[config.mk]
export PLATFORM = sky130hd
export DESIGN_NAME = cbo_bit_timing
export DESIGN_NICKNAME = d
export VERILOG_FILES = /design/src/common/cbo_pkg.sv /design/src/verilog/cbo_bit_timing.sv
export SDC_FILE = /design/constraint.sdc
export NUM_CORES = 1
export LEC_CHECK = 0
export BUFFER_PORTS_ARGS = -buffer_cell sky130_fd_sc_hd__buf_4
export CORE_ASPECT_RATIO = 1.75
export CORE_MARGIN = 1.5
export CORE_UTILIZATION = 45
export CTS_CLUSTER_DIAMETER = 150
export DETAILED_ROUTE_END_ITERATION = 8
export PLACE_DENSITY_LB_ADDON = 0.05
export SYNTH_ARGS = -nofsm -noshare
export SYNTH_HDL_FRONTEND = slang
export SYNTH_SLANG_ARGS = --single-unit
[constraint.sdc]
create_clock -name sys_clk_i -period 4.2 [get_ports sys_clk_i]
set_input_delay 0.84 -clock sys_clk_i [delete_from_list [all_inputs] [get_ports sys_clk_i]]
set_output_delay 0.84 -clock sys_clk_i [all_outputs]
set_load 0.1 [all_outputs]
[src/common/cbo_pkg.sv]
package cbo_pkg;
  // Oscillator periods per prescaler step
  localparam int unsigned QUANTUM_MULT = 2;
  localparam int unsigned ID_BITS = 11;
  // Register indices; byte address is four times the index
  localparam logic [5:0] IDX_CTRL = 6'h20;
  localparam logic [5:0] IDX_STATUS = 6'h21;
  localparam logic [5:0] IDX_PRESCALE = 6'h26;
  localparam logic [5:0] IDX_SEGMENTS = 6'h27;
  localparam logic [5:0] IDX_OUTCTL = 6'h28;
  localparam logic [5:0] IDX_ID_HIGH = 6'h2a;
  localparam logic [5:0] IDX_LEN_TYPE = 6'h2b;
  // Reset values
  localparam logic [7:0] RST_PRESCALE = 8'h00;
  localparam logic [7:0] RST_SEGMENTS = 8'h00;
  localparam logic [7:0] RST_OUTCTL = 8'h00;
  localparam logic [7:0] RST_ID_HIGH = 8'h00;
  localparam logic [7:0] RST_LEN_TYPE = 8'h00;
  localparam logic RST_RESET_REQ = 1'b1;
  // Control and status bit positions
  localparam int unsigned CTRL_RESET_REQ = 0;
  localparam int unsigned CTRL_ID_START = 1;
  localparam int unsigned STAT_ID_BUSY = 0;
  localparam int unsigned STAT_ARB_LOST = 1;
  localparam int unsigned STAT_ID_DONE = 2;
  localparam int unsigned STAT_SAMPLE = 3;
  // Field positions
  localparam int unsigned JW_LSB = 6;
  localparam int unsigned SEG2_LSB = 4;
  localparam int unsigned TRIPLE_POS = 7;
  localparam int unsigned MODE_LSB = 0;
  localparam int unsigned POL0_POS = 2;
  localparam int unsigned LOW0_POS = 3;
  localparam int unsigned HIGH0_POS = 4;
  localparam int unsigned POL1_POS = 5;
  localparam int unsigned LOW1_POS = 6;
  localparam int unsigned HIGH1_POS = 7;
  localparam int unsigned ID_LOW_LSB = 5;
  // Output coding modes
  typedef enum logic [1:0] {
    MODE_BIPHASE = 2'b00,
    MODE_UNUSED = 2'b01,
    MODE_NORMAL1 = 2'b10,
    MODE_NORMAL2 = 2'b11
  } cbo_mode_t;
  localparam logic [1:0] RESP_OKAY = 2'b00;
  localparam logic [1:0] RESP_SLVERR = 2'b10;
endpackage : cbo_pkg

[src/verilog/cbo_bit_timing.sv]
// Operation
// - Timing and output config registers accessible only while reset request is set.
// - Jump width equals field plus one quanta, one to four.
// - Prescaler value equals field plus one, 1 to 64, sets quantum length.
// - Triple-sample bit set takes three samples per bit, else one.
// - In triple mode the sample point is the last of three samples.
// - First segment is field plus one quanta; second segment field plus one.
// - Bit is one sync quantum, then first segment, then second segment.
// - Edges outside sync segment adjust the bit by at most jump width.
// - Transmit value changes only at bit start; receive samples at sample point. Code also forces recessive at once on reset request.
// - Output mode selects biphase, unused, both lines data, or data plus clock.
// - Clock-output line is high for the one-quantum sync segment.
// - Internal transmit bit is zero for dominant, one for recessive.
// - Biphase toggles per dominant bit, first on line a, recessive floats.
// - Normal mode one drives the bit stream unchanged on both lines.
// - Data xor polarity picks low or high driver, gated by its enable.
// - Identifier is eleven bits, MSB first; upper eight in identifier register.
// - Low three identifier bits sit in bits 7 to 5 of next register.
// - Smaller identifier wins; losing node stops on recessive overwritten by dominant.
//
// The AXI4-Lite interface to the registers was left to the implementer.
`timescale 1ns/10ps
module cbo_bit_timing (
  input wire logic sys_clk_i,
  input wire logic rst_b_i,
  input wire logic [7:0] s_axi_awaddr_i,
  input wire logic s_axi_awvalid_i,
  output logic s_axi_awready_o,
  input wire logic [31:0] s_axi_wdata_i,
  input wire logic [3:0] s_axi_wstrb_i,
  input wire logic s_axi_wvalid_i,
  output logic s_axi_wready_o,
  output logic [1:0] s_axi_bresp_o,
  output logic s_axi_bvalid_o,
  input wire logic s_axi_bready_i,
  input wire logic [7:0] s_axi_araddr_i,
  input wire logic s_axi_arvalid_i,
  output logic s_axi_arready_o,
  output logic [31:0] s_axi_rdata_o,
  output logic [1:0] s_axi_rresp_o,
  output logic s_axi_rvalid_o,
  input wire logic s_axi_rready_i,
  input wire logic rx_bit_i,
  output logic high_side_state_a_o,
  output logic low_side_state_a_o,
  output logic high_side_state_b_o,
  output logic low_side_state_b_o,
  output logic internal_tx_bit_o,
  output logic bit_start_o,
  output logic sample_strobe_o,
  output logic sampled_bit_o
);

  typedef struct packed {
    logic awready;
    logic aw_hold;
    logic [5:0] aw_idx;
    logic wready;
    logic w_hold;
    logic w_en;
    logic [7:0] w_byte;
    logic bvalid;
    logic [1:0] bresp;
    logic arready;
    logic rvalid;
    logic [1:0] rresp;
    logic [7:0] rdata;
    logic reset_req;
    logic [7:0] prescale;
    logic [7:0] segments;
    logic [7:0] outctl;
    logic [7:0] id_high;
    logic [7:0] len_type;
    logic arb_lost;
    logic id_done;
    logic id_active;
    logic id_tx;
    logic [10:0] id_sh;
    logic [3:0] id_cnt;
    logic [7:0] pre_cnt;
    logic [4:0] q;
    logic [4:0] sample_pos;
    logic [4:0] end_pos;
    logic resync_done;
    logic rx_prev;
    logic s1;
    logic s2;
    logic sampled;
    logic smp_stb;
    logic bit_start;
    logic td;
    logic tog;
    logic ha;
    logic la;
    logic hb;
    logic lb;
  } cbo_state_t;

  cbo_state_t r;
  cbo_state_t next_r;

  // Registers guarded by the reset request
  function automatic logic cfg_idx(input logic [5:0] i);
    cfg_idx = (i == cbo_pkg::IDX_PRESCALE) || (i == cbo_pkg::IDX_SEGMENTS) || (i == cbo_pkg::IDX_OUTCTL);
  endfunction : cfg_idx

  function automatic logic mapped(input logic [5:0] i);
    mapped = cfg_idx(i) || (i == cbo_pkg::IDX_CTRL) || (i == cbo_pkg::IDX_STATUS)
      || (i == cbo_pkg::IDX_ID_HIGH) || (i == cbo_pkg::IDX_LEN_TYPE);
  endfunction : mapped

  // Per-line driver decode: data xor polarity picks the transistor
  function automatic logic [1:0] drive(input logic en, input logic d, input logic pol,
                                       input logic hi_en, input logic lo_en);
    logic x;
    x = d ^ pol;
    drive = {en & x & hi_en, en & ~x & lo_en};
  endfunction : drive

  // Read mux; config reads as zero outside reset request
  function automatic logic [7:0] rd_val(input cbo_state_t s, input logic [5:0] i);
    rd_val = 8'h00;
    if (cfg_idx(i) && !s.reset_req)
      rd_val = 8'h00;
    else if (i == cbo_pkg::IDX_CTRL)
      rd_val = {7'h00, s.reset_req};
    else if (i == cbo_pkg::IDX_STATUS)
      rd_val = {4'h0, s.sampled, s.id_done, s.arb_lost, s.id_active};
    else if (i == cbo_pkg::IDX_PRESCALE)
      rd_val = s.prescale;
    else if (i == cbo_pkg::IDX_SEGMENTS)
      rd_val = s.segments;
    else if (i == cbo_pkg::IDX_OUTCTL)
      rd_val = s.outctl;
    else if (i == cbo_pkg::IDX_ID_HIGH)
      rd_val = s.id_high;
    else if (i == cbo_pkg::IDX_LEN_TYPE)
      rd_val = s.len_type;
  endfunction : rd_val

  logic [4:0] ts1;
  logic [4:0] ts2;
  logic [4:0] resync_jump_width;
  logic [7:0] pre_top;
  logic triple;
  cbo_pkg::cbo_mode_t mode;

  // Decoded timing fields
  always_comb
  begin
    ts1 = 5'(r.segments[3:0]) + 5'h01;
    ts2 = 5'(r.segments[cbo_pkg::SEG2_LSB +: 3]) + 5'h01;
    resync_jump_width = 5'(r.prescale[cbo_pkg::JW_LSB +: 2]) + 5'h01;
    pre_top = 8'((9'(r.prescale[5:0]) + 9'h001) * 9'(cbo_pkg::QUANTUM_MULT) - 9'h001);
    triple = r.segments[cbo_pkg::TRIPLE_POS];
    mode = cbo_pkg::cbo_mode_t'(r.outctl[cbo_pkg::MODE_LSB +: 2]);
  end

  // Next-state logic: bus slave first, engine after so hardware sets win
  always_comb
  begin
    logic tick;
    logic edge_seen;
    logic restart;
    logic sval;
    logic [4:0] l;
    logic [4:0] err;
    logic en_a;
    logic en_b;
    logic d_a;
    logic d_b;
    logic [1:0] pa;
    logic [1:0] pb;
    tick = 1'b0;
    edge_seen = 1'b0;
    restart = 1'b0;
    sval = 1'b1;
    l = 5'h00;
    err = 5'h00;
    en_a = 1'b0;
    en_b = 1'b0;
    d_a = 1'b1;
    d_b = 1'b1;
    pa = 2'b00;
    pb = 2'b00;
    next_r = r;
    next_r.smp_stb = 1'b0;
    next_r.bit_start = 1'b0;

    // Write address and data taken in either order
    if (s_axi_awvalid_i && r.awready)
    begin
      next_r.aw_hold = 1'b1;
      next_r.aw_idx = s_axi_awaddr_i[7:2];
    end
    if (s_axi_wvalid_i && r.wready)
    begin
      next_r.w_hold = 1'b1;
      next_r.w_byte = s_axi_wdata_i[7:0];
      next_r.w_en = s_axi_wstrb_i[0];
    end
    if (r.bvalid && s_axi_bready_i)
      next_r.bvalid = 1'b0;

    // Commit once both halves are held and no response is pending
    if (r.aw_hold && r.w_hold && !r.bvalid)
    begin
      next_r.aw_hold = 1'b0;
      next_r.w_hold = 1'b0;
      next_r.bvalid = 1'b1;
      next_r.bresp = mapped(r.aw_idx) ? cbo_pkg::RESP_OKAY : cbo_pkg::RESP_SLVERR;
      if (r.w_en)
      begin
        if (cfg_idx(r.aw_idx) && !r.reset_req)
          next_r.bresp = cbo_pkg::RESP_OKAY;
        else if (r.aw_idx == cbo_pkg::IDX_PRESCALE)
          next_r.prescale = r.w_byte;
        else if (r.aw_idx == cbo_pkg::IDX_SEGMENTS)
          next_r.segments = r.w_byte;
        else if (r.aw_idx == cbo_pkg::IDX_OUTCTL)
          next_r.outctl = r.w_byte;
        else if (r.aw_idx == cbo_pkg::IDX_ID_HIGH)
          next_r.id_high = r.w_byte;
        else if (r.aw_idx == cbo_pkg::IDX_LEN_TYPE)
          next_r.len_type = r.w_byte;
        else if (r.aw_idx == cbo_pkg::IDX_STATUS)
        begin
          // Write one to clear; a same-cycle set below still wins
          if (r.w_byte[cbo_pkg::STAT_ARB_LOST])
            next_r.arb_lost = 1'b0;
          if (r.w_byte[cbo_pkg::STAT_ID_DONE])
            next_r.id_done = 1'b0;
        end
        else if (r.aw_idx == cbo_pkg::IDX_CTRL)
        begin
          next_r.reset_req = r.w_byte[cbo_pkg::CTRL_RESET_REQ];
          // Start ignored while the engine is held
          if (r.w_byte[cbo_pkg::CTRL_ID_START] && !r.w_byte[cbo_pkg::CTRL_RESET_REQ] && !r.id_active)
          begin
            next_r.id_active = 1'b1;
            next_r.id_tx = 1'b0;
            next_r.id_cnt = 4'h0;
            next_r.id_sh = {r.id_high, r.len_type[cbo_pkg::ID_LOW_LSB +: 3]};
          end
        end
      end
    end
    next_r.awready = !next_r.aw_hold;
    next_r.wready = !next_r.w_hold;

    // Read channel: one beat, arready drops until rdata taken
    if (r.rvalid && s_axi_rready_i)
    begin
      next_r.rvalid = 1'b0;
      next_r.arready = 1'b1;
    end
    else if (s_axi_arvalid_i && r.arready)
    begin
      next_r.arready = 1'b0;
      next_r.rvalid = 1'b1;
      next_r.rdata = rd_val(r, s_axi_araddr_i[7:2]);
      next_r.rresp = mapped(s_axi_araddr_i[7:2]) ? cbo_pkg::RESP_OKAY : cbo_pkg::RESP_SLVERR;
    end

    // Engine held idle and recessive during reset request
    if (r.reset_req)
    begin
      next_r.pre_cnt = 8'h00;
      next_r.q = 5'h00;
      next_r.td = 1'b1;
      next_r.tog = 1'b0;
      next_r.id_active = 1'b0;
      next_r.id_tx = 1'b0;
      next_r.resync_done = 1'b0;
      next_r.rx_prev = 1'b1;
      next_r.sample_pos = ts1;
      next_r.end_pos = ts1 + ts2;
    end
    else
    begin
      // Quantum tick from the prescaler
      if (r.pre_cnt == pre_top)
      begin
        next_r.pre_cnt = 8'h00;
        tick = 1'b1;
      end
      else
        next_r.pre_cnt = r.pre_cnt + 8'h01;

      if (tick)
      begin
        next_r.rx_prev = rx_bit_i;
        edge_seen = r.rx_prev && !rx_bit_i;
        // No resync on own dominant bit; one adjustment per bit
        if (edge_seen && !r.resync_done && r.td && r.q != 5'h00)
        begin
          next_r.resync_done = 1'b1;
          if (r.q <= r.sample_pos)
          begin
            // Late edge: lengthen first segment
            l = (r.q < resync_jump_width) ? r.q : resync_jump_width;
            next_r.sample_pos = r.sample_pos + l;
            next_r.end_pos = r.end_pos + l;
          end
          else
          begin
            // Early edge: shorten second segment
            err = r.end_pos + 5'h01 - r.q;
            if (err <= resync_jump_width)
              restart = 1'b1;
            else
              next_r.end_pos = r.end_pos - resync_jump_width;
          end
        end

        // Two early samples precede the sample point
        if (r.q == r.sample_pos - 5'h02)
          next_r.s1 = rx_bit_i;
        if (r.q == r.sample_pos - 5'h01)
          next_r.s2 = rx_bit_i;
        if (r.q == r.sample_pos && !restart)
        begin
          // Majority vote of three, last one at the sample point
          if (triple)
            sval = (r.s1 & r.s2) | (r.s1 & rx_bit_i) | (r.s2 & rx_bit_i);
          else
            sval = rx_bit_i;
          next_r.sampled = sval;
          next_r.smp_stb = 1'b1;
          if (r.id_active && r.id_tx)
          begin
            // Recessive sent but dominant seen: a lower identifier won
            if (r.td && !sval)
            begin
              next_r.arb_lost = 1'b1;
              next_r.id_active = 1'b0;
            end
            else if (r.id_cnt == 4'(cbo_pkg::ID_BITS - 1))
            begin
              next_r.id_done = 1'b1;
              next_r.id_active = 1'b0;
            end
            else
              next_r.id_cnt = r.id_cnt + 4'h1;
          end
        end

        // Bit boundary: sync quantum, then first and second segments
        if (r.q == r.end_pos || restart)
        begin
          next_r.q = 5'h00;
          next_r.bit_start = 1'b1;
          next_r.resync_done = 1'b0;
          next_r.sample_pos = ts1;
          next_r.end_pos = ts1 + ts2;
          // Outside reset request, a new value goes out only here, the transmit point
          if (next_r.id_active)
          begin
            next_r.td = next_r.id_sh[10];
            next_r.id_sh = {next_r.id_sh[9:0], 1'b0};
            next_r.id_tx = 1'b1;
          end
          else
          begin
            next_r.td = 1'b1;
            next_r.id_tx = 1'b0;
          end
          if (mode == cbo_pkg::MODE_BIPHASE && !next_r.td)
            next_r.tog = !r.tog;
        end
        else
          next_r.q = r.q + 5'h01;
      end
    end

    // Output coding per mode; dominant is a zero internally
    unique case (mode)
      cbo_pkg::MODE_BIPHASE:
      begin
        d_a = 1'b0;
        d_b = 1'b0;
        en_a = !next_r.td && next_r.tog;
        en_b = !next_r.td && !next_r.tog;
      end
      cbo_pkg::MODE_UNUSED:
      begin
        en_a = 1'b0;
        en_b = 1'b0;
      end
      cbo_pkg::MODE_NORMAL1:
      begin
        d_a = next_r.td;
        d_b = next_r.td;
        en_a = 1'b1;
        en_b = 1'b1;
      end
      cbo_pkg::MODE_NORMAL2:
      begin
        d_a = next_r.td;
        d_b = (next_r.q == 5'h00);
        en_a = 1'b1;
        en_b = 1'b1;
      end
    endcase
    pa = drive(en_a, d_a, r.outctl[cbo_pkg::POL0_POS], r.outctl[cbo_pkg::HIGH0_POS], r.outctl[cbo_pkg::LOW0_POS]);
    pb = drive(en_b, d_b, r.outctl[cbo_pkg::POL1_POS], r.outctl[cbo_pkg::HIGH1_POS], r.outctl[cbo_pkg::LOW1_POS]);
    next_r.ha = pa[1];
    next_r.la = pa[0];
    next_r.hb = pb[1];
    next_r.lb = pb[0];
  end

  // State register
  always_ff @(posedge sys_clk_i or negedge rst_b_i)
  begin
    if (!rst_b_i)
    begin
      r <= '0;
      r.awready <= 1'b1;
      r.wready <= 1'b1;
      r.arready <= 1'b1;
      r.reset_req <= cbo_pkg::RST_RESET_REQ;
      r.prescale <= cbo_pkg::RST_PRESCALE;
      r.segments <= cbo_pkg::RST_SEGMENTS;
      r.outctl <= cbo_pkg::RST_OUTCTL;
      r.id_high <= cbo_pkg::RST_ID_HIGH;
      r.len_type <= cbo_pkg::RST_LEN_TYPE;
      r.td <= 1'b1;
      r.rx_prev <= 1'b1;
      r.sampled <= 1'b1;
    end
    else
      r <= next_r;
  end

  // Every output straight from the state register
  assign s_axi_awready_o = r.awready;
  assign s_axi_wready_o = r.wready;
  assign s_axi_bresp_o = r.bresp;
  assign s_axi_bvalid_o = r.bvalid;
  assign s_axi_arready_o = r.arready;
  assign s_axi_rdata_o = {24'h00_0000, r.rdata};
  assign s_axi_rresp_o = r.rresp;
  assign s_axi_rvalid_o = r.rvalid;
  assign high_side_state_a_o = r.ha;
  assign low_side_state_a_o = r.la;
  assign high_side_state_b_o = r.hb;
  assign low_side_state_b_o = r.lb;
  assign internal_tx_bit_o = r.td;
  assign bit_start_o = r.bit_start;
  assign sample_strobe_o = r.smp_stb;
  assign sampled_bit_o = r.sampled;

endmodule : cbo_bit_timing

**Word-level counts from Yosys, hierarchy flattened**

Cells that the tools add are included.

- Output and inout bits: 49
- Memories kept: 0
- Input bits: 60
- Flip-flop bits (word level): 130
- Bits in latches: 0
- Word-level logic and storage cells: 270
- Bits in writable memories: 0
- Bits in read-only memories: 0

- Multiplexer cells: 89
- Reduce and logical (&&, ||, !) cells: 70
- Bitwise logic cells: 26
- Divide/modulo/power cells: 0
- Add/sub/neg operators: 16
- $mul: 0
- Magnitude comparators: 3
- Eq/ne operators: 24
- Shifts and indexed selects: 0

Operators by type and width:

| kind | count |
|---|---|
| 19-bit 2-to-1 mux | 9 |
| 6-bit == test (second input constant) | 14 |
| 8-bit 2-to-1 mux | 9 |
| 17-bit 2-to-1 mux | 3 |
| 11-bit 2-to-1 mux | 3 |
| 1-bit 2-to-1 mux | 27 |
| 25-bit 2-to-1 mux | 1 |
| 5-bit 2-to-1 mux | 5 |
| 12-bit 2-to-1 mux | 2 |
| 2-bit 2-to-1 mux | 12 |
| 24-bit 2-to-1 mux | 1 |
| 1-bit logical AND | 21 |
| 5-bit == test | 4 |
| 3-bit 2-to-1 mux | 6 |
| 4-bit 2-to-1 mux | 4 |
| 15-bit 2-to-1 mux | 1 |
| 3-bit AND reduction | 5 |
| 1-bit zero test | 14 |
| 1-bit logical OR | 13 |
| 1-bit bitwise AND | 11 |
| 1-bit inverter | 11 |
| 5-bit by 1-bit adder with 5-bit output (second input constant) | 2 |
| 5-bit adder | 2 |
| 10-bit 2-to-1 mux | 1 |
| other kinds (38) | 47 |

**Longest topological paths before layout**

Gate-level depths: netlist (run 1).

- Depth after elaboration: 36
- Gate-level depth with buffers: 20
- Gate-level depth less buffers: 20

**Least setup slack after synthesis (run 1)**

No wires, ideal clock.

- Path type: register to register
- Start point: reg r[25] in the netlist's numbering
- End point: reg r, in the netlist low_side_state_a_o
- Path buffers: 0
- Clock period less this slack: 3.753 ns
- Cell stages (with the launch flop): 13
- Data arrival time: 3.675 ns
- Setup slack: 0.447 ns
- Library setup time: 0.078 ns
- Data required time: 4.122 ns
- Cell sequence: dfrtp_1 > clkinv_1 > ha_1 > fa_1 > ha_1 > o21ai_0 > o211ai_1 > nor3_1 > o2111ai_2 > a21boi_1 > or2_4 > or3_1 > a21boi_1

RTL lines:

| element | line | RTL |
|---|---|---|
| from (decl) | cbo_bit_timing.sv:99 | `cbo_state_t r;` |
| from (signal assigned) | cbo_bit_timing.sv:433 | `r <= next_r;` |

**Final worst setup path (run 1)**

- Start point: reg r[93] in the netlist's numbering
- End point: reg r[17] in the netlist's numbering

- Longest elaborated chain between the ends: 11
- Elaborated cells on any way between the ends: 21
- Classes of those cells: add/sub: 3; order compare: 2; eq/ne: 1; mux: 12; reduce/logical: 3

RTL lines:

| element | line | RTL |
|---|---|---|
| 2-bit by 1-bit adder with 3-bit output (*) | cbo_bit_timing.sv:153 | `resync_jump_width = 5'(r.prescale[cbo_pkg::JW_LSB +: 2]) + 5'h01;` |
| parallel branches: the longest is 10 deep, another holds 5-bit by 3-bit less-than comparator with 1-bit output | -- |  |

Every way passes the cells marked *. The select of a mux whose other input is x is not followed.
A chain may end at the register's enable or synchronous reset.

==> results of run 1 <==
==> power by group through the flow <==
stage / clock [mW] / sequential [mW] / combinational, mW
2_1_floorplan: 0 / 1.96 / 2.07
3_3_place_gp: 0 / 1.96 / 2.75
3_5_place_dp: 0 / 1.98 / 2.82
4_1_cts: 1.45 / 1.96 / 2.84
5_1_grt: 1.50 / 2.00 / 3.12
6_report: 1.43 / 1.96 / 2.82
==> layer usage <==
metal / share of wire / vias up
met5: 0 / -
met4: 0.062 / 0
met2: 0.54 / 164
met1: 0.37 / 2969
met3: 0.034 / 76
li1: - / 2864
==> cell families after synthesis <==
family                     share of synthesized area
AOI/OAI and AO/OA                              0.158
and+or+nand+nor                                0.154
DFF                                            0.418
buffers and inverters                         0.0731
muxes                                         0.0812
adders and majority gates                     0.0755
xor gates and xnor gates                      0.0399
other                                       0.000488
==> placed cells by master (no fill, tap or decap), drive strengths merged, types with 7 or more instances in the layout <==
cell type,instances
nand2b,13
xor2,17
and2,12
dfrtp,121
a22o,8
clkbuf,18
conb,27
nor2b,7
nand3b,7
ha,40
nor3,8
and3,10
inv,50
o21a,7
nor2,48
nand2,69
mux2,51
xnor2,18
o21ai,55
a21o,10
a21oi,27
buf,72
nand3,26
a211oi,14
a22oi,9
a31oi,19
dfstp,7
==> final cells by class <==
cell class,instances,area (um^2),share of cell area
Timing Repair Buffer,72,553,0.0629
Inverter,45,169,0.0192
Tap cell,227,284,0.0323
Clock inverter,14,131,0.0149
Sequential cell,128,3210,0.365
Multi-Input combinational cell,580,4020,0.457
Clock buffer,18,429,0.0488
==> stage by stage <==
stage,cells,total power [mW],util
after CTS,1084,6.24,0.521
after global routing,1084,6.62,0.521
final,1084,6.20,0.521
after floorplan,820,4.03,-
after global placement,1052,4.71,0.488
after detailed placement,1052,4.79,0.488
==> worst max-delay path: stages, from the launching register on <==
cell	delay [ns]
dfrtp_1	0.47
inv_1	0.17
ha_1	0.36
inv_1	0.08
ha_1	0.28
o21a_1	0.10
o21ai_0	0.14
nand3b_1	0.18
a21oi_1	0.26
mux2_2	0.19
ha_1	0.18
inv_1	0.07
fa_1	0.41
nor2b_1	0.12
o21ai_0	0.08
nand2b_1	0.09
xnor2_1	0.15
o21ai_0	0.12
a22o_1	0.25
==> how the worst min path moves through the flow <==
stage / start / endpoint / slack [ns] / cells after the start
global route: r[55] / r[55] / 0.51 / 1
finish: s_axi_rresp_o[1] / s_axi_rresp_o[1] / 0.48 / 2
global placement: r[57] / r[57] / 0.47 / 2
detailed placement: r[57] / r[57] / 0.47 / 2
CTS: s_axi_rresp_o[1] / s_axi_rresp_o[1] / 0.49 / 2
floorplan: s_axi_rdata_o[0] / s_axi_rdata_o[0] / 0.44 / 2
==> results.md, run 1 <==
- Worst EP arrival: 4.10 ns
- Postcts setup bufs: 0
- Routed vias/inst: 5.60
- Tmin final: 3.80 ns
- Mapped Area: 0.00769 mm^2
- Crit share post-route: 0.905
- Worst reg2reg path endpoint: r[17]
- Async S/R FF share, synth: 1.00
- Clk_skew: 0.0141 ns
- Syn_area_per_cell: 9.68 um^2
- Count of cell types in the netlist: 66
- Met1 Resource Use GR: 0.264
- Critical Setup Path Class: register to register
- First-pass GRT wire length: 32.8 mm
- Routed Antenna Nets: 0
- Biggest area consumer among synthesized cells: dfrtp_1
- Share of cells above drive strength 1: 0.197
- HP Class: register to register
- Initial antenna violation count: 0
- Global route total overflow: 0
- Pint: 3.47 mW
- Hold slack: 0.482 ns
- Num ports: 109
- Worst r2r src: r[93]
- FP Rows: 63
- DP Wirelength: 15.8 mm
- Status: complete, no violations
- GR peak layer: met2
- Main synth FF type: dfrtp_1
- Setup Viol. Count Final: 0
- DIE AREA: 0.0179 mm^2
- Placed inst area: 0.00823 mm^2
- GP Congestion: 0.877
- Final worst setup slack: 0.401 ns
- Hold Buf Count CTS: 0
- Clock power share: 0.230
- Pre-CTS WS: 0.431 ns
- Largest net degree at the start of global routing: 68
- Critical path peak fanout: 6
- DRC Markers: 0
- Fin area: 0.00879 mm^2
- Starting Density: 0.456
- Final hold violations: 0
- # clock sinks: 128
- Area delta synth->final: 14.4%
- Diode count: 0
- Net Switching: 2.73 mW
- RSZ-0062 raised after global routing: false
- WP data required: 4.50 ns
- Worst-Margin Slew: 1.12 ns
- Via count: 6073
- EDFF count, synth: 0
- Die W: 102 um
- GRT met3 Usage: 0.0402
- Ys Warns: 0
- Worst skew pair latency: 0.43 ns
- Sw frac: 0.441
- Critical Path End: r[17]
- Die Y: 176 um
- Clock-pin slew on the worst setup and hold paths: 0.06 ns
- Reg2Reg Setup Slack: 0.40 ns
- H-tree depth: 4
- Drt initial violations: 340
- Vias in the first global route: 6229
- # fillers: 1645
- Sequential Power Share: 0.316
- Avg WL per Cell: 19.1 um
- CTS-repair resized insts: 0
- Achievable clock frequency: 263 MHz
- Setup TNS: 0 ns
- M2 GR Usage: 0.430
- Worst rel slew slack: 0.248
- Core Region: 0.0169 mm^2
- Layout Nets: 948
- PortBufs: 51
- Synth top cells by count: dfrtp_1, nand2_1, o21ai_0
- Routed wire length: 20.7 mm
- Cells after Synth: 794
- Max Root-Sink Buffers: 2
- Pwr dens: 706 mW/mm^2
- Max cap viols: 0
- Synth Register Bits: 128
- CTS buffer count: 17
- Most frequent cell after synthesis: dfrtp_1
- Leakage: 4.08 nW
- Most area-consuming cells after synthesis: dfrtp_1, mux2_2, ha_1
- R2R depth: 18
- Kind of end point of the critical path: register
- DR pass1 iterations: 5
- Max FFs per register: 103
- Biggest register: r
- CP startpoint: r[93]
- Register area share after synthesis: 0.418
- VDD IR max: 0.000545 V
- Post-synth top area share: 0.394
- Clk root buf: clkbuf_16
- Comb pwr share: 0.454
- GRT Total Usage: 0.244
- Startpoint Class: register
- TritonCTS clock tree: done
- Max-slew violations: 0
Power figures use the tool's default switching activity.
==> inputs of run 2 (changes only) <==
Settings changed: RECOVER_POWER from default to 100.
==> results.md, run 2 (synthesized netlist as in run 1, its figures left out) <==
- Die Y: 176 um (unchanged)
- Initial antenna violation count: 0 (unchanged)
- Routed Antenna Nets: 0 (unchanged)
- Biggest register: r
- Max cap viols: 2 (+2)
- # clock sinks: 128 (unchanged)
- Worst-Margin Slew: 1.94 ns (+0.814 ns)
- Via count: 6087 (+0.23%)
- Max FFs per register: 103 (unchanged)
- CTS buffer count: 17 (unchanged)
- R2R depth: 11 (-7)
- Layout Nets: 948 (unchanged)
- First-pass GRT wire length: 32.8 mm (unchanged)
- Worst reg2reg path endpoint: r[17]
- Clk root buf: clkbuf_16
- Leakage: 3.95 nW (-3.1%)
- Num ports: 109 (unchanged)
- Startpoint Class: register
- GP Congestion: 0.877 (unchanged)
- Max-slew violations: 86 (+86)
- Setup TNS: 0 ns (unchanged)
- Pwr dens: 707 mW/mm^2 (+0.19%)
- Worst EP arrival: 4.20 ns (+0.10 ns)
- Routed wire length: 20.7 mm (+0.15%)
- DR pass1 iterations: 4 (-1)
- HP Class: register to register
- Setup Viol. Count Final: 0 (unchanged)
- Reg2Reg Setup Slack: 0.30 ns (-0.10 ns)
- DP Wirelength: 15.8 mm (unchanged)
- Placed inst area: 0.00823 mm^2 (unchanged)
- Worst r2r src: r[87]
- PortBufs: 51 (unchanged)
- TritonCTS clock tree: done
- Status: finished with violations
- Hold slack: 0.480 ns (-0.00189 ns)
- VDD IR max: 0.000518 V (-4.9%)
- FP Rows: 63 (unchanged)
- Fin area: 0.00866 mm^2 (-1.5%)
- Die W: 102 um (unchanged)
- Starting Density: 0.456 (unchanged)
- Slowest Stage Delay on Critical Path: 0.52 ns (+0.05 ns)
- Final Instance Count excl. Fillers: 1084 (unchanged)
- Avg WL per Cell: 19.1 um (+0.15%)
- Largest net degree at the start of global routing: 68 (unchanged)
- CTS-repair resized insts: 0 (unchanged)
- GRT Total Usage: 0.244 (unchanged)
- Failing checks: capacitance limit, slew limit
- Worst skew pair latency: 0.42 ns (about the same)
- Worst Hold End: s_axi_rresp_o[1]
- Vias in the first global route: 6229 (unchanged)
- Critical Setup Path Class: register to register
- Hold Crit Start: s_axi_rresp_o[1]
- Critical path peak fanout: 17 (+11)
- Clock-pin slew on the worst setup and hold paths: 0.06 ns (about the same)
- Most common cell after layout, fill and taps aside: dfrtp_1
- Achievable clock frequency: 256 MHz (-2.6%)
- Global route total overflow: 0 (unchanged)
- Area delta synth->final: 12.7%
- Fin util: 0.513 (-0.00786)
- Crit share post-route: 0.928 (+0.0238)
- Routed vias/inst: 5.62 (+0.23%)
- Kind of end point of the critical path: register
- Postcts setup bufs: 0 (unchanged)
- WP data required: 4.50 ns (about the same)
- Core Region: 0.0169 mm^2 (unchanged)
- Worst Hold Depth: 2 (unchanged)
- Drt initial violations: 339 (-0.29%)
- Hold Buf Count CTS: 0 (unchanged)
- Tmin final: 3.90 ns (+0.0999 ns)
- DRC Markers: 0 (unchanged)
- H-tree depth: 4 (unchanged)
- Most frequent cells in the layout: dfrtp_1, nand2_1, o21ai_0
- Crit-path cells: ha_1 -> xor2_1 -> or3_1 -> a221o_1 -> nor4_4 -> buf_4 -> or2_0 -> and2_0 -> clkbuf_1 -> o21ai_0 -> a22o_1
- Slowest CP cell: or2_0
- Worst rel slew slack: -0.301 (-0.548)
- Final hold violations: 0 (unchanged)
- Max Root-Sink Buffers: 2 (unchanged)
- Share of cells above drive strength 1: 0.158 (-0.0397)
- Clk_skew: 0.0170 ns (+0.00285 ns)
- DP Cell Count: 1052 (unchanged)
- RSZ-0062 raised after global routing: false
- WP buf/inv: 2 (-1)
- DIE AREA: 0.0179 mm^2 (unchanged)
- Crit path max-delay family: simple AND/OR/NAND/NOR gates
- Diode count: 0 (unchanged)
==> run 2: cell types whose count changed in the layout (fill, tap and decap cells not counted), sizes merged <==
cell	before	now
clkbuf	18	52
buf	72	38
==> run 2: how the worst max path moves through the flow <==
stage,startpoint,end,slack (ns),depth (start not counted)
after global routing,r[14],low_side_state_a_o,0.09,17
after detailed placement,r[24],high_side_state_b_o,0.43,14
after CTS,r[24],high_side_state_b_o,0.39,14
after global placement,r[24],high_side_state_b_o,0.44,14
final,r[87],r[17],0.30,11
after floorplan,r[25],low_side_state_a_o,0.45,12
==> run 2: area by class of cell <==
class	count	area, um^2
timing repair buffer	72	428
inverter	45	169
sequential	128	3210
tap	227	284
clock buffer	18	429
multi-input combinational	580	4010
clock inverter	14	131
fill	1676	8210
==> run 2: metrics by stage <==
step	power (mW)	setup WS, ns
2_1_floorplan	4.03	0.447
3_3_place_gp	4.71	0.438
3_5_place_dp	4.79	0.431
4_1_cts	6.24	0.393
5_1_grt	6.55	0.0938
6_report	6.12	0.301
==> run 2: where the power goes <==
part	internal [mW]	switching (mW)
Combinational	1.01	1.74
Sequential	1.56	0.391
Clock	0.823	0.598
==> run 2: tightest hold or removal path: cells and delay by family (launching register included) <==
family	cells	cell delay, ns
flip-flops	1	0.34
AO/OA/AOI/OAI	1	0.06
AND/OR/NAND/NOR	1	0.05
==> run 2: layer usage <==
| metal | track usage | up-vias | share of wire | wire (um) |
|---|---|---|---|---|
| li1 | - | 2870 | - | - |
| met4 | 0.153 | 0 | 0.054 | 1120 |
| met2 | 0.430 | 163 | 0.55 | 11300 |
| met1 | 0.264 | 2995 | 0.37 | 7590 |
| met3 | 0.0402 | 59 | 0.032 | 668 |
| met5 | 0 | - | 0 | 0 |
==> inputs of run 3 (changes only) <==
Settings changed: CORE_ASPECT_RATIO 1.75 to 1.25.
==> results.md, run 3 (synthesized netlist as in run 1, its figures left out) <==
- Status: finished with violations
- Clock-pin slew on the worst setup and hold paths: 0.06 ns (about the same)
- Vias in the first global route: 6131 (-1.6%)
- VDD IR max: 0.000423 V (-18%)
- Max FFs per register: 103 (unchanged)
- Share of cells above drive strength 1: 0.159 (+0.000982)
- Clk_skew: 0.0111 ns (-0.00590 ns)
- Fin area: 0.00867 mm^2 (+0.10%)
- Diode count: 0 (unchanged)
- DR pass1 iterations: 5 (+1)
- Register area: 0.00321 mm^2 (unchanged)
- HP Class: register to register
- Leakage: 3.96 nW (+0.25%)
- Slowest Stage Delay on Critical Path: 0.48 ns (-0.04 ns)
- GRT Total Usage: 0.228 (-0.0155)
- Biggest register: r
- Setup TNS: 0 ns (unchanged)
- Most common cell after layout, fill and taps aside: dfrtp_1
- WP buf/inv: 3 (+1)
- Drt initial violations: 344 (+1.5%)
- DIE AREA: 0.0179 mm^2 (-0.15%)
- WP data required: 4.51 ns (about the same)
- Worst Hold Depth: 2 (unchanged)
- Sw frac: 0.440 (-0.00541)
- Crit-path cells: inv_1 -> ha_1 -> inv_1 -> ha_1 -> o21a_1 -> o21ai_0 -> nand3b_1 -> a21oi_1 -> mux2_2 -> ha_1 -> inv_1 -> fa_1 -> nor2b_1 -> o21ai_0 -> nand2b_1 -> xnor2_1 -> o21ai_0 -> a22o_1
- TritonCTS clock tree: done
- Worst EP arrival: 4.10 ns (-0.10 ns)
- Avg WL per Cell: 18.0 um (-5.7%)
- Starting Density: 0.458 (+0.00248)
- # fillers: 1577 (-5.9%)
- Num ports: 109 (unchanged)
- # clock sinks: 128 (unchanged)
- Clock power share: 0.236 (+0.004)
- Die Y: 149 um (-15%)
- First-pass GRT wire length: 31.6 mm (-3.7%)
- Comb pwr share: 0.442 (-0.007)
- Critical Setup Path Class: register to register
- Largest net degree at the start of global routing: 53 (-22%)
- Slowest CP cell: dfrtp_1
- Routed Antenna Nets: 0 (unchanged)
- R2R depth: 18 (+7)
- Routed wire length: 19.4 mm (-6.2%)
- Failing checks: capacitance limit, slew limit
- Pre-CTS WS: 0.412 ns (-0.0193 ns)
- Max Root-Sink Buffers: 2 (unchanged)
- Reg2Reg Setup Slack: 0.41 ns (+0.11 ns)
- Kind of end point of the critical path: register
- Pwr dens: 699 mW/mm^2 (-1.1%)
- Hold slack: 0.487 ns (+0.00632 ns)
- Net Switching: 2.67 mW (-2.2%)
- Sequential Power Share: 0.323 (+0.004)
- CTS buffer count: 17 (unchanged)
- H-tree depth: 4 (unchanged)
- Final Instance Count excl. Fillers: 1078 (-0.55%)
- Multi-input gate area: 0.00401 mm^2 (+0.13%)
- CTS-repair resized insts: 0 (unchanged)
- Tmin final: 3.79 ns (-0.105 ns)
- PortBufs: 51 (unchanged)
- Postcts setup bufs: 0 (unchanged)
- Crit share post-route: 0.903 (-0.0251)
- Max cap viols: 1 (-1)
- Crit. path cell count: 18 (+7)
- Startpoint Class: register
- Most frequent cells in the layout: dfrtp_1, nand2_1, o21ai_0
- RSZ-0062 raised after global routing: false
- Core Region: 0.0168 mm^2 (-0.54%)
- Achievable clock frequency: 264 MHz (+2.8%)
- Layout Nets: 949 (+0.11%)
- Max-slew violations: 53 (-38%)
- Die W: 120 um (+18%)
- Global route total overflow: 0 (unchanged)
- Hold Buf Count CTS: 0 (unchanged)
- Worst-Margin Slew: 2.95 ns (+1.02 ns)
- DP Cell Count: 1046 (-0.57%)
- Critical path peak fanout: 6 (-11)
- Crit path max-delay family: adder cells
- FP Rows: 53 (-16%)
- DRC Markers: 0 (unchanged)
- Clk root buf: clkbuf_16
- Area delta synth->final: 12.8%
- Placed inst area: 0.00823 mm^2 (about the same)
- DP Wirelength: 14.4 mm (-8.5%)
- Worst skew pair latency: 0.43 ns (about the same)
- Via count: 6017 (-1.1%)
- Worst rel slew slack: -0.969 (-0.668)
- Setup Viol. Count Final: 0 (unchanged)
- Final hold violations: 0 (unchanged)
- GP Congestion: 0.835 (-4.8%)
- Routed vias/inst: 5.58 (-0.60%)
- Pint: 3.40 mW (about the same)
- Initial antenna violation count: 0 (unchanged)
- Final worst setup slack: 0.406 ns (+0.105 ns)
## run 3: worst min-delay path, stage by stage, from the launching register on
cell	delay [ns]
dfrtp_1	0.34
nand2_1	0.05
o21ai_0	0.06
## run 3: per-stage QoR
| stage | util | power [mW] |
|---|---|---|
| finish | 0.517 | 6.06 |
| global placement | 0.491 | 4.66 |
| global route | 0.517 | 6.50 |
| CTS | 0.524 | 6.19 |
| detailed placement | 0.491 | 4.73 |
| floorplan | - | 4.03 |
## run 3: final timing paths
path	start	endpoint
setup / recovery	r[93]	r[17]
hold / removal	r[57]	r[57]
setup reg to reg	r[93]	r[17]
hold reg to reg	r[57]	r[57]
max in group asynchronous	rst_b_i	r[73]
min in group asynchronous	rst_b_i	r[14]
## run 3: routing by layer
metal / track usage / share of wire / vias to the layer above
met5: 0 / 0 / -
met4: 0.0845 / 0.021 / 0
met3: 0.0359 / 0.027 / 29
met2: 0.397 / 0.50 / 117
met1: 0.286 / 0.45 / 2997
li1: - / - / 2874
## run 3: power groups by stage
stage | combinational [mW] | sequential (mW) | clock (mW)
after CTS | 2.77 | 1.96 | 1.46
after floorplan | 2.07 | 1.96 | 0
after detailed placement | 2.75 | 1.98 | 0
after global routing | 2.98 | 2.00 | 1.51
after global placement | 2.69 | 1.97 | 0
final | 2.68 | 1.95 | 1.43
## run 3: final cells by class
| class | instances | area share |
|---|---|---|
| Clock buffer | 19 | 0.0499 |
| Clock inverter | 13 | 0.0150 |
| Inverter | 45 | 0.0195 |
| Multi-Input combinational cell | 580 | 0.463 |
| Sequential cell | 128 | 0.370 |
| Tap cell | 220 | 0.0318 |
| Timing Repair Buffer | 73 | 0.0505 |
